File: src/rtl/lsbs_pkg.sv
// Purpose: shared constants for the latched system bus requesting agent
// Assumes: one bus clock, every pin registered at the pad
// Notes:   pin vectors are carried active low, exactly as they stand on the wires
package lsbs_pkg;
	// ----------------------------------------------------------------
	// pin geometry
	// ----------------------------------------------------------------
	localparam int LSBS_REQ_LSB = 3; // request pins run 35 down to 3
	localparam int LSBS_REQ_W = 33;
	localparam int LSBS_DID_W = 8;
	localparam int LSBS_DID_PIN = 16; // deferred id sits on pins 23:16 in clock b
	localparam int LSBS_BE_W = 8;
	localparam int LSBS_BE_PIN = 8; // byte enables on pins 15:8 in clock b
	localparam int LSBS_LEN_W = 2;
	localparam int LSBS_LEN_PIN = 4; // length on pins 5:4 in clock b
	// ----------------------------------------------------------------
	// wired-or group, index of each signal in the settle vector
	// ----------------------------------------------------------------
	localparam int LSBS_WO_N = 6;
	localparam int LSBS_WO_INIT = 0;
	localparam int LSBS_WO_SHARED = 1;
	localparam int LSBS_WO_MOD = 2;
	localparam int LSBS_WO_BNR = 3;
	localparam int LSBS_WO_PERR = 4;
	localparam int LSBS_WO_FAULT = 5;
	// ----------------------------------------------------------------
	// timing, in bus clocks
	// ----------------------------------------------------------------
	localparam int LSBS_REQ_CLKS = 2; // request phase length
	localparam int LSBS_ERR_PHASE_CLKS = 3; // error phase after request start
	localparam int LSBS_SYNC_STAGES = 2; // input flops before any logic
	localparam int LSBS_SETTLE_STAGES = 1; // settle filter flop behind the input flops
	// clock at which an error-phase answer driven by a peer has reached the settled level
	localparam int LSBS_ERR_SEEN_CLKS =
		LSBS_ERR_PHASE_CLKS + LSBS_SYNC_STAGES + LSBS_SETTLE_STAGES;
	localparam int LSBS_CNT_W = 4;
	// ----------------------------------------------------------------
	// sequencer states
	// ----------------------------------------------------------------
	typedef enum logic [2:0] {
		LSBS_IDLE,
		LSBS_ARB,
		LSBS_REQ_A,
		LSBS_REQ_B,
		LSBS_ERR_WAIT,
		LSBS_DONE
	} lsbs_state_t;
endpackage : lsbs_pkg

File: src/rtl/lsbs_host.sv
// Purpose: requesting bus agent that arbitrates and runs the request and error phases
// Assumes: peers keep the same latched protocol; grant comes from an external arbiter
// Notes:   snoop, response and data phases are left to later logic; this agent
//          retires a transaction once its error phase has been judged
// Operation
// - all pins change and are captured only on the rising bus clock edge
// - every pin goes straight into or out of a flip-flop, no gates between
// - a captured input affects driven outputs no earlier than the next edge
// - asserted in T1, seen in T2, decided in T2, reply driven in T3; here grant passes two input flops, is decided in T3 and strobe is driven in T4
// - every bus value is treated as seen one clock after it was driven; this agent acts on grant two clocks and on wired-or three clocks after
// - wired-or signals count as inactive only after two clocks deasserted
// - names ending in _n are active low, others active high
// - internal flags hold 1 for asserted regardless of pin voltage
// - clock a carries address, clock b carries deferred id on pins 23:16
// - a transaction starts with arbitration, then strobe plus address
// - up to six phases in order: arbitration, request, error, snoop, response, data
// - an atomic operation may span several transactions or several transfers
// - the request phase lasts exactly two clocks, strobe and address first
// - the error phase comes three clocks after the request phase starts
`timescale 1ns/1ps
module lsbs_host (
	input wire logic clk_sys,
	input wire logic reset_n,
	// user command side
	input wire logic cmd_valid,
	output logic cmd_ready,
	input wire logic [lsbs_pkg::LSBS_REQ_W-1:0] cmd_addr,
	input wire logic [lsbs_pkg::LSBS_DID_W-1:0] cmd_did,
	input wire logic [lsbs_pkg::LSBS_BE_W-1:0] cmd_be,
	input wire logic [lsbs_pkg::LSBS_LEN_W-1:0] cmd_len,
	input wire logic cmd_keep_bus,
	output logic done,
	output logic done_fault,
	output logic busy,
	output logic bus_init_seen,
	// bus pins
	output logic bus_request_n,
	input wire logic bus_grant_n,
	output logic address_strobe_n_out,
	output logic address_strobe_n_oe,
	output logic [lsbs_pkg::LSBS_REQ_W-1:0] req_pins_n_out,
	output logic req_pins_n_oe,
	input wire logic bus_init_n,
	input wire logic snoop_shared_n,
	input wire logic snoop_modified_n,
	input wire logic block_next_request_n,
	input wire logic request_parity_fault_n,
	input wire logic bus_fault_n
);
	import lsbs_pkg::*;

	// ----------------------------------------------------------------
	// input capture
	// ----------------------------------------------------------------
	logic [LSBS_WO_N-1:0] wo_pin;
	logic [LSBS_WO_N-1:0] wo_s1_q, wo_s1_d;
	logic [LSBS_WO_N-1:0] wo_s2_q, wo_s2_d;
	logic [LSBS_WO_N-1:0] wo_hi_q, wo_hi_d; // saw electrical high last clock
	logic [LSBS_WO_N-1:0] wo_act_q, wo_act_d; // settled logical level, 1 = asserted
	logic gnt_s1_q, gnt_s1_d;
	logic gnt_s2_q, gnt_s2_d;

	assign wo_pin[LSBS_WO_INIT] = bus_init_n;
	assign wo_pin[LSBS_WO_SHARED] = snoop_shared_n;
	assign wo_pin[LSBS_WO_MOD] = snoop_modified_n;
	assign wo_pin[LSBS_WO_BNR] = block_next_request_n;
	assign wo_pin[LSBS_WO_PERR] = request_parity_fault_n;
	assign wo_pin[LSBS_WO_FAULT] = bus_fault_n;

	// pins land in a flop with no gate before it; the second flop guards metastability
	always_comb begin
		wo_s1_d = wo_pin;
		wo_s2_d = wo_s1_q;
		gnt_s1_d = bus_grant_n;
		gnt_s2_d = gnt_s1_q;
	end

	// settle filter per wired-or signal: a low sample asserts at once, but the
	// release glitch means high is trusted only on the second consecutive clock
	genvar gi;
	generate
		for (gi = 0; gi < LSBS_WO_N; gi++) begin : g_settle
			always_comb begin
				wo_hi_d[gi] = wo_s2_q[gi];
				if (!wo_s2_q[gi]) begin
					wo_act_d[gi] = 1'b1;
				end else if (wo_hi_q[gi]) begin
					wo_act_d[gi] = 1'b0;
				end else begin
					wo_act_d[gi] = wo_act_q[gi];
				end
			end
		end
	endgenerate

	always_ff @(posedge clk_sys or negedge reset_n) begin
		if (!reset_n) begin
			wo_s1_q <= '1;
			wo_s2_q <= '1;
			wo_hi_q <= '1;
			wo_act_q <= '0;
			gnt_s1_q <= 1'b1;
			gnt_s2_q <= 1'b1;
		end else begin
			wo_s1_q <= wo_s1_d;
			wo_s2_q <= wo_s2_d;
			wo_hi_q <= wo_hi_d;
			wo_act_q <= wo_act_d;
			gnt_s1_q <= gnt_s1_d;
			gnt_s2_q <= gnt_s2_d;
		end
	end

	// ----------------------------------------------------------------
	// transaction sequencer
	// ----------------------------------------------------------------
	lsbs_state_t state_q, state_d;
	logic [LSBS_CNT_W-1:0] cnt_q, cnt_d; // clocks since strobe was on the wires
	logic [LSBS_REQ_W-1:0] addr_q, addr_d;
	logic [LSBS_DID_W-1:0] did_q, did_d;
	logic [LSBS_BE_W-1:0] be_q, be_d;
	logic [LSBS_LEN_W-1:0] len_q, len_d;
	logic keep_q, keep_d;
	logic owner_q, owner_d; // bus still ours from the previous transaction
	logic fault_q, fault_d;
	logic done_q, done_d;
	logic done_fault_q, done_fault_d;
	logic breq_q, breq_d;
	logic ads_q, ads_d;
	logic [LSBS_REQ_W-1:0] pins_q, pins_d;
	logic drive_q, drive_d;
	logic granted;
	logic init_act;

	assign granted = !gnt_s2_q;
	assign init_act = wo_act_q[LSBS_WO_INIT];

	// new work only when nobody blocks the next request and the bus is not in init
	assign cmd_ready = (state_q == LSBS_IDLE) && !wo_act_q[LSBS_WO_BNR] && !init_act;

	always_comb begin
		state_d = state_q;
		cnt_d = cnt_q;
		addr_d = addr_q;
		did_d = did_q;
		be_d = be_q;
		len_d = len_q;
		keep_d = keep_q;
		owner_d = owner_q;
		fault_d = fault_q;
		done_d = 1'b0;
		done_fault_d = 1'b0;
		breq_d = 1'b0;
		ads_d = 1'b0;
		pins_d = '0;
		drive_d = 1'b0;
		unique case (state_q)
			LSBS_IDLE: begin
				if (!granted) begin
					owner_d = 1'b0;
				end
				// an owner keeps requesting, else the grant lapses before the next part
				breq_d = owner_q && granted;
				if (cmd_valid && cmd_ready) begin
					addr_d = cmd_addr;
					did_d = cmd_did;
					be_d = cmd_be;
					len_d = cmd_len;
					keep_d = cmd_keep_bus;
					fault_d = 1'b0;
					if (owner_q && granted) begin
						// already owner: arbitration is implicit
						state_d = LSBS_REQ_A;
						ads_d = 1'b1;
						pins_d = cmd_addr;
						drive_d = 1'b1;
					end else begin
						state_d = LSBS_ARB;
						breq_d = 1'b1;
					end
				end
			end
			LSBS_ARB: begin
				breq_d = 1'b1;
				// grant was seen through the capture flops, so it acts one edge later
				if (granted) begin
					state_d = LSBS_REQ_A;
					ads_d = 1'b1;
					pins_d = addr_q;
					drive_d = 1'b1;
				end
			end
			LSBS_REQ_A: begin
				// clock b: deferred id, byte enables and length share the pins
				state_d = LSBS_REQ_B;
				breq_d = 1'b1;
				pins_d[LSBS_DID_PIN-LSBS_REQ_LSB +: LSBS_DID_W] = did_q;
				pins_d[LSBS_BE_PIN-LSBS_REQ_LSB +: LSBS_BE_W] = be_q;
				pins_d[LSBS_LEN_PIN-LSBS_REQ_LSB +: LSBS_LEN_W] = len_q;
				drive_d = 1'b1;
				cnt_d = LSBS_CNT_W'(1);
			end
			LSBS_REQ_B: begin
				state_d = LSBS_ERR_WAIT;
				breq_d = keep_q;
				cnt_d = LSBS_CNT_W'(LSBS_REQ_CLKS);
			end
			LSBS_ERR_WAIT: begin
				breq_d = keep_q;
				cnt_d = cnt_q + LSBS_CNT_W'(1);
				// error phase driven at clock 3, reaches the settled level after the
				// capture and settle flops; that is the only clock the fault is judged
				if (cnt_q == LSBS_CNT_W'(LSBS_ERR_SEEN_CLKS)) begin
					fault_d = wo_act_q[LSBS_WO_PERR];
					state_d = LSBS_DONE;
				end
			end
			LSBS_DONE: begin
				breq_d = keep_q;
				done_d = 1'b1;
				done_fault_d = fault_q;
				owner_d = keep_q && granted;
				state_d = LSBS_IDLE;
			end
			default: begin
				state_d = LSBS_IDLE;
			end
		endcase
		// bus init drops everything in flight and releases the bus
		if (init_act) begin
			state_d = LSBS_IDLE;
			owner_d = 1'b0;
			breq_d = 1'b0;
			ads_d = 1'b0;
			drive_d = 1'b0;
			pins_d = '0;
			done_d = 1'b0;
			done_fault_d = 1'b0;
		end
	end

	// bus pins leave straight from flops, inactive from reset onward
	always_ff @(posedge clk_sys or negedge reset_n) begin
		if (!reset_n) begin
			state_q <= LSBS_IDLE;
			cnt_q <= '0;
			addr_q <= '0;
			did_q <= '0;
			be_q <= '0;
			len_q <= '0;
			keep_q <= 1'b0;
			owner_q <= 1'b0;
			fault_q <= 1'b0;
			done_q <= 1'b0;
			done_fault_q <= 1'b0;
			breq_q <= 1'b0;
			ads_q <= 1'b0;
			pins_q <= '0;
			drive_q <= 1'b0;
		end else begin
			state_q <= state_d;
			cnt_q <= cnt_d;
			addr_q <= addr_d;
			did_q <= did_d;
			be_q <= be_d;
			len_q <= len_d;
			keep_q <= keep_d;
			owner_q <= owner_d;
			fault_q <= fault_d;
			done_q <= done_d;
			done_fault_q <= done_fault_d;
			breq_q <= breq_d;
			ads_q <= ads_d;
			pins_q <= pins_d;
			drive_q <= drive_d;
		end
	end

	// ----------------------------------------------------------------
	// pin and status drive
	// ----------------------------------------------------------------
	// logical 1 becomes electrical low; inversion is wiring only, no gate in timing
	assign bus_request_n = !breq_q;
	assign address_strobe_n_out = !ads_q;
	assign address_strobe_n_oe = drive_q;
	assign req_pins_n_out = ~pins_q;
	assign req_pins_n_oe = drive_q;
	assign done = done_q;
	assign done_fault = done_fault_q;
	assign busy = (state_q != LSBS_IDLE);
	assign bus_init_seen = init_act;
endmodule : lsbs_host

File: config.mk
export PLATFORM = sky130hd
export DESIGN_NAME = lsbs_host
export DESIGN_NICKNAME = d
export VERILOG_FILES = /design/src/rtl/lsbs_pkg.sv /design/src/rtl/lsbs_host.sv
export SDC_FILE = /design/constraint.sdc
export NUM_CORES = 1
export LEC_CHECK = 0
export ABC_AREA = 1
export BUFFER_PORTS_ARGS = -buffer_cell sky130_fd_sc_hd__buf_2
export CORE_MARGIN = 4
export CORE_UTILIZATION = 30
export DETAILED_ROUTE_END_ITERATION = 7
export PLACE_DENSITY = 0.57
export SLEW_MARGIN = 15
export SYNTH_ARGS = -nofsm -noshare
export SYNTH_HDL_FRONTEND = slang
export SYNTH_SLANG_ARGS = --single-unit
File: constraint.sdc
create_clock -name clk_sys -period 2.3 [get_ports clk_sys]
set_input_delay 0.46 -clock clk_sys [delete_from_list [all_inputs] [get_ports clk_sys]]
set_output_delay 0.46 -clock clk_sys [all_outputs]
set_load 0.05 [all_outputs]
==> qor.csv <==
metric,value,unit
status,finished clean,
drive_gt1_share,24.2,%
fmax,0.480,GHz
area_delta_synth_final,28.2,%
setup_slack,0.218,ns
clk_latency,0.41,ns
grt_pass1_wl,20.1,mm
dpl_cell_area,5580,sq um
ctsHoldBuffers,0,
die_width,135,um
coreArea,15900,sq um
first_pass_iters,4,
ant_nets,0,
finalCriticalPeriod,2.08,ns
ys_types,26,
synth.avg_cell_area,8.71,sq um
cts_resized,0,
dp_worst_setup_slack,0.383,ns
grt_antenna_before_repair,0,
crit_type,register to output port,
yosys_warnings,0,
hp-class,primary input to async pin,
fin_nets,720,
maxSlewViolCount,0,
ys_async_sr_fraction,100,%
vias_per_cell,4.53,
fin_cells,885,
rsz0062_at_grt,no,
period_share,90.5,%
hold_viol,0,
grt_overflow,0,
netlist_instances,557,
grt_usage,14.0,%
grt_pass1_vias,4006,
cp_cell_sequence,"nor2_4, nand2_2, nor2_8, buf_2",
die_h,135,um
cts_buffers,17,
finalSetupTns,0,ns
max_slew_margin,50.3,%
synth_seq_area_share,58.6,%
portBuffers,100,
p_per_area,921,nW/um^2
cp.arrival,1.62,ns
dpl.hpwl,7.99,mm
rows,46,
start_util,30.5,%
ir_drop,0.000469,V
critPathMaxStageDelay,0.44,ns
die_area,18300,sq um
avgRoutedWirePerCell,13.8,um
cts_root_buffer,clkbuf_16,
power,5.72,mW
start_kind,register,
routabilityCongestion,0.808,
synth_area,4850,sq um
postLayoutCellArea,6220,sq um
ys_seq_elements,113,
crit_required,1.84,ns
diodes,0,
pin_count,104,
synth_edf_count,0,
dr.first_iter.drc_count,198,
cts_tree,done,
path_clk_slew,0.05,ns
worst_pin_slew,0.741,ns
drt_wl_total,12.2,mm
r2r_cells,6,
ys.flop_type,dfrtp_1,
cts.sinks,113,
setup_viol_count_final,0,
drcViolationCount,0,
via_count,4012,
synth_nets,621,
cap_violations,0,
path_max_fanout,5,
p_leak,2.86,nW
cts_max_path_buffers,2,
critPathCaptureType,output port,
dp_cells,853,
grt_max_degree,56,
htree_num_levels,4,
postCtsSetupRepairBufs,0,
cp_slowest_cell,dfrtp_1,
fin_skew,0.00595,ns
cell usage after synthesis, types with 2 or more instances:
master / instances / area [sq um]
a21oi_1: 58 / 290
buf_2: 16 / 80.1
buf_4: 3 / 22.5
clkbuf_1: 12 / 45.0
dfrtp_1: 102 / 2550
dfstp_2: 11 / 289
ha_1: 2 / 25.0
inv_1: 88 / 330
nand2_1: 110 / 413
nand3_1: 14 / 70.1
nand4_1: 33 / 206
nor2_1: 47 / 176
o21ai_0: 48 / 240
critical path, delay by kind of cell, from the launching register on:
family                 cells  cell delay [ns]
and+or+nand+nor            3             0.48
DFF                        1             0.44
buffers and inverters      1             0.29
final timing paths:
check	startpoint	endpoint	slack, ns
hold reg to reg	gnt_s1_q$_DFF_PN1_	gnt_s2_q$_DFF_PN1_	0.35
setup reg to reg	state_q[0]$_DFFE_PN0P_	pins_q[20]$_DFF_PN0_	0.33
setup / recovery	state_q[1]$_DFFE_PN0P_	cmd_ready	0.22
min in group clk_sys	bus_init_n	wo_s1_q[0]$_DFF_PN1_	0.15
hold / removal	reset_n	pins_q[26]$_DFF_PN0_	0.01
max in group asynchronous	reset_n	did_q[7]$_DFFE_PN0P_	1.59
metal layers:
layer	GRT usage, %	up-vias	routed length, um
li1	-	1962	-
met1	17.9	1913	5590
met2	22.2	123	5720
met3	4.23	14	743
met4	5.38	0	173
met5	0	-	0
state kept, by name, indices dropped and copies added (netlist names), 3 cells and up:
name and cells:
did_q 8, state_q 3, addr_q 33, wo_act_q 3, wo_s1_q 3, pins_q 33, wo_hi_d 3, be_q 8
wo_hi_q 3, cnt_q 4
metrics by stage:
stage          utilization, %  hold WS (ns)
2_1_floorplan               -         0.164
3_3_place_gp             35.1         0.346
3_5_place_dp             35.1         0.347
4_1_cts                  39.1        0.0136
5_1_grt                  39.1        0.0332
6_report                 39.1        0.0102
logic make-up (layout without fill, tap and decap cells):
logic type | Yosys count | after routing | share of synthesized area [%]
and+or+nand+nor | 211 | 211 | 19.3
DFF | 113 | 113 | 58.6
buffers and inverters | 123 | 235 | 10.3
adders and majority gates | 2 | 2 | 0.516
AOI/OAI and AO/OA | 108 | 108 | 11.3
placed cells by master (no fill, tap or decap), types with 2 or more instances in the layout:
master	n
nand2_1	110
dfrtp_1	101
buf_2	99
inv_1	88
a21oi_1	58
o21ai_0	48
nor2_1	46
nand4_1	33
clkbuf_16	17
nand3_1	14
buf_4	12
dfstp_2	11
clkinvlp_4	4
bufinv_16	4
clkbuf_8	4
clkbuf_1	3
nor2_4	2
ha_1	2
power breakdown:
part	leakage, nW	total, mW	internal [mW]	switching (mW)
Clock	0.299	2.82	1.93	0.892
Sequential	1.43	2.36	2.26	0.0983
Combinational	1.13	0.549	0.185	0.363
final cells by class:
type | instances | area, sq um
multi-input combinational | 321 | 1510
fill | 1659 | 9670
timing repair buffer | 112 | 606
sequential | 113 | 2840
clock inverter | 8 | 150
clock buffer | 24 | 492
inverter | 91 | 343
tap | 216 | 270
No activity file was read; power rests on OpenSTA's default activity.
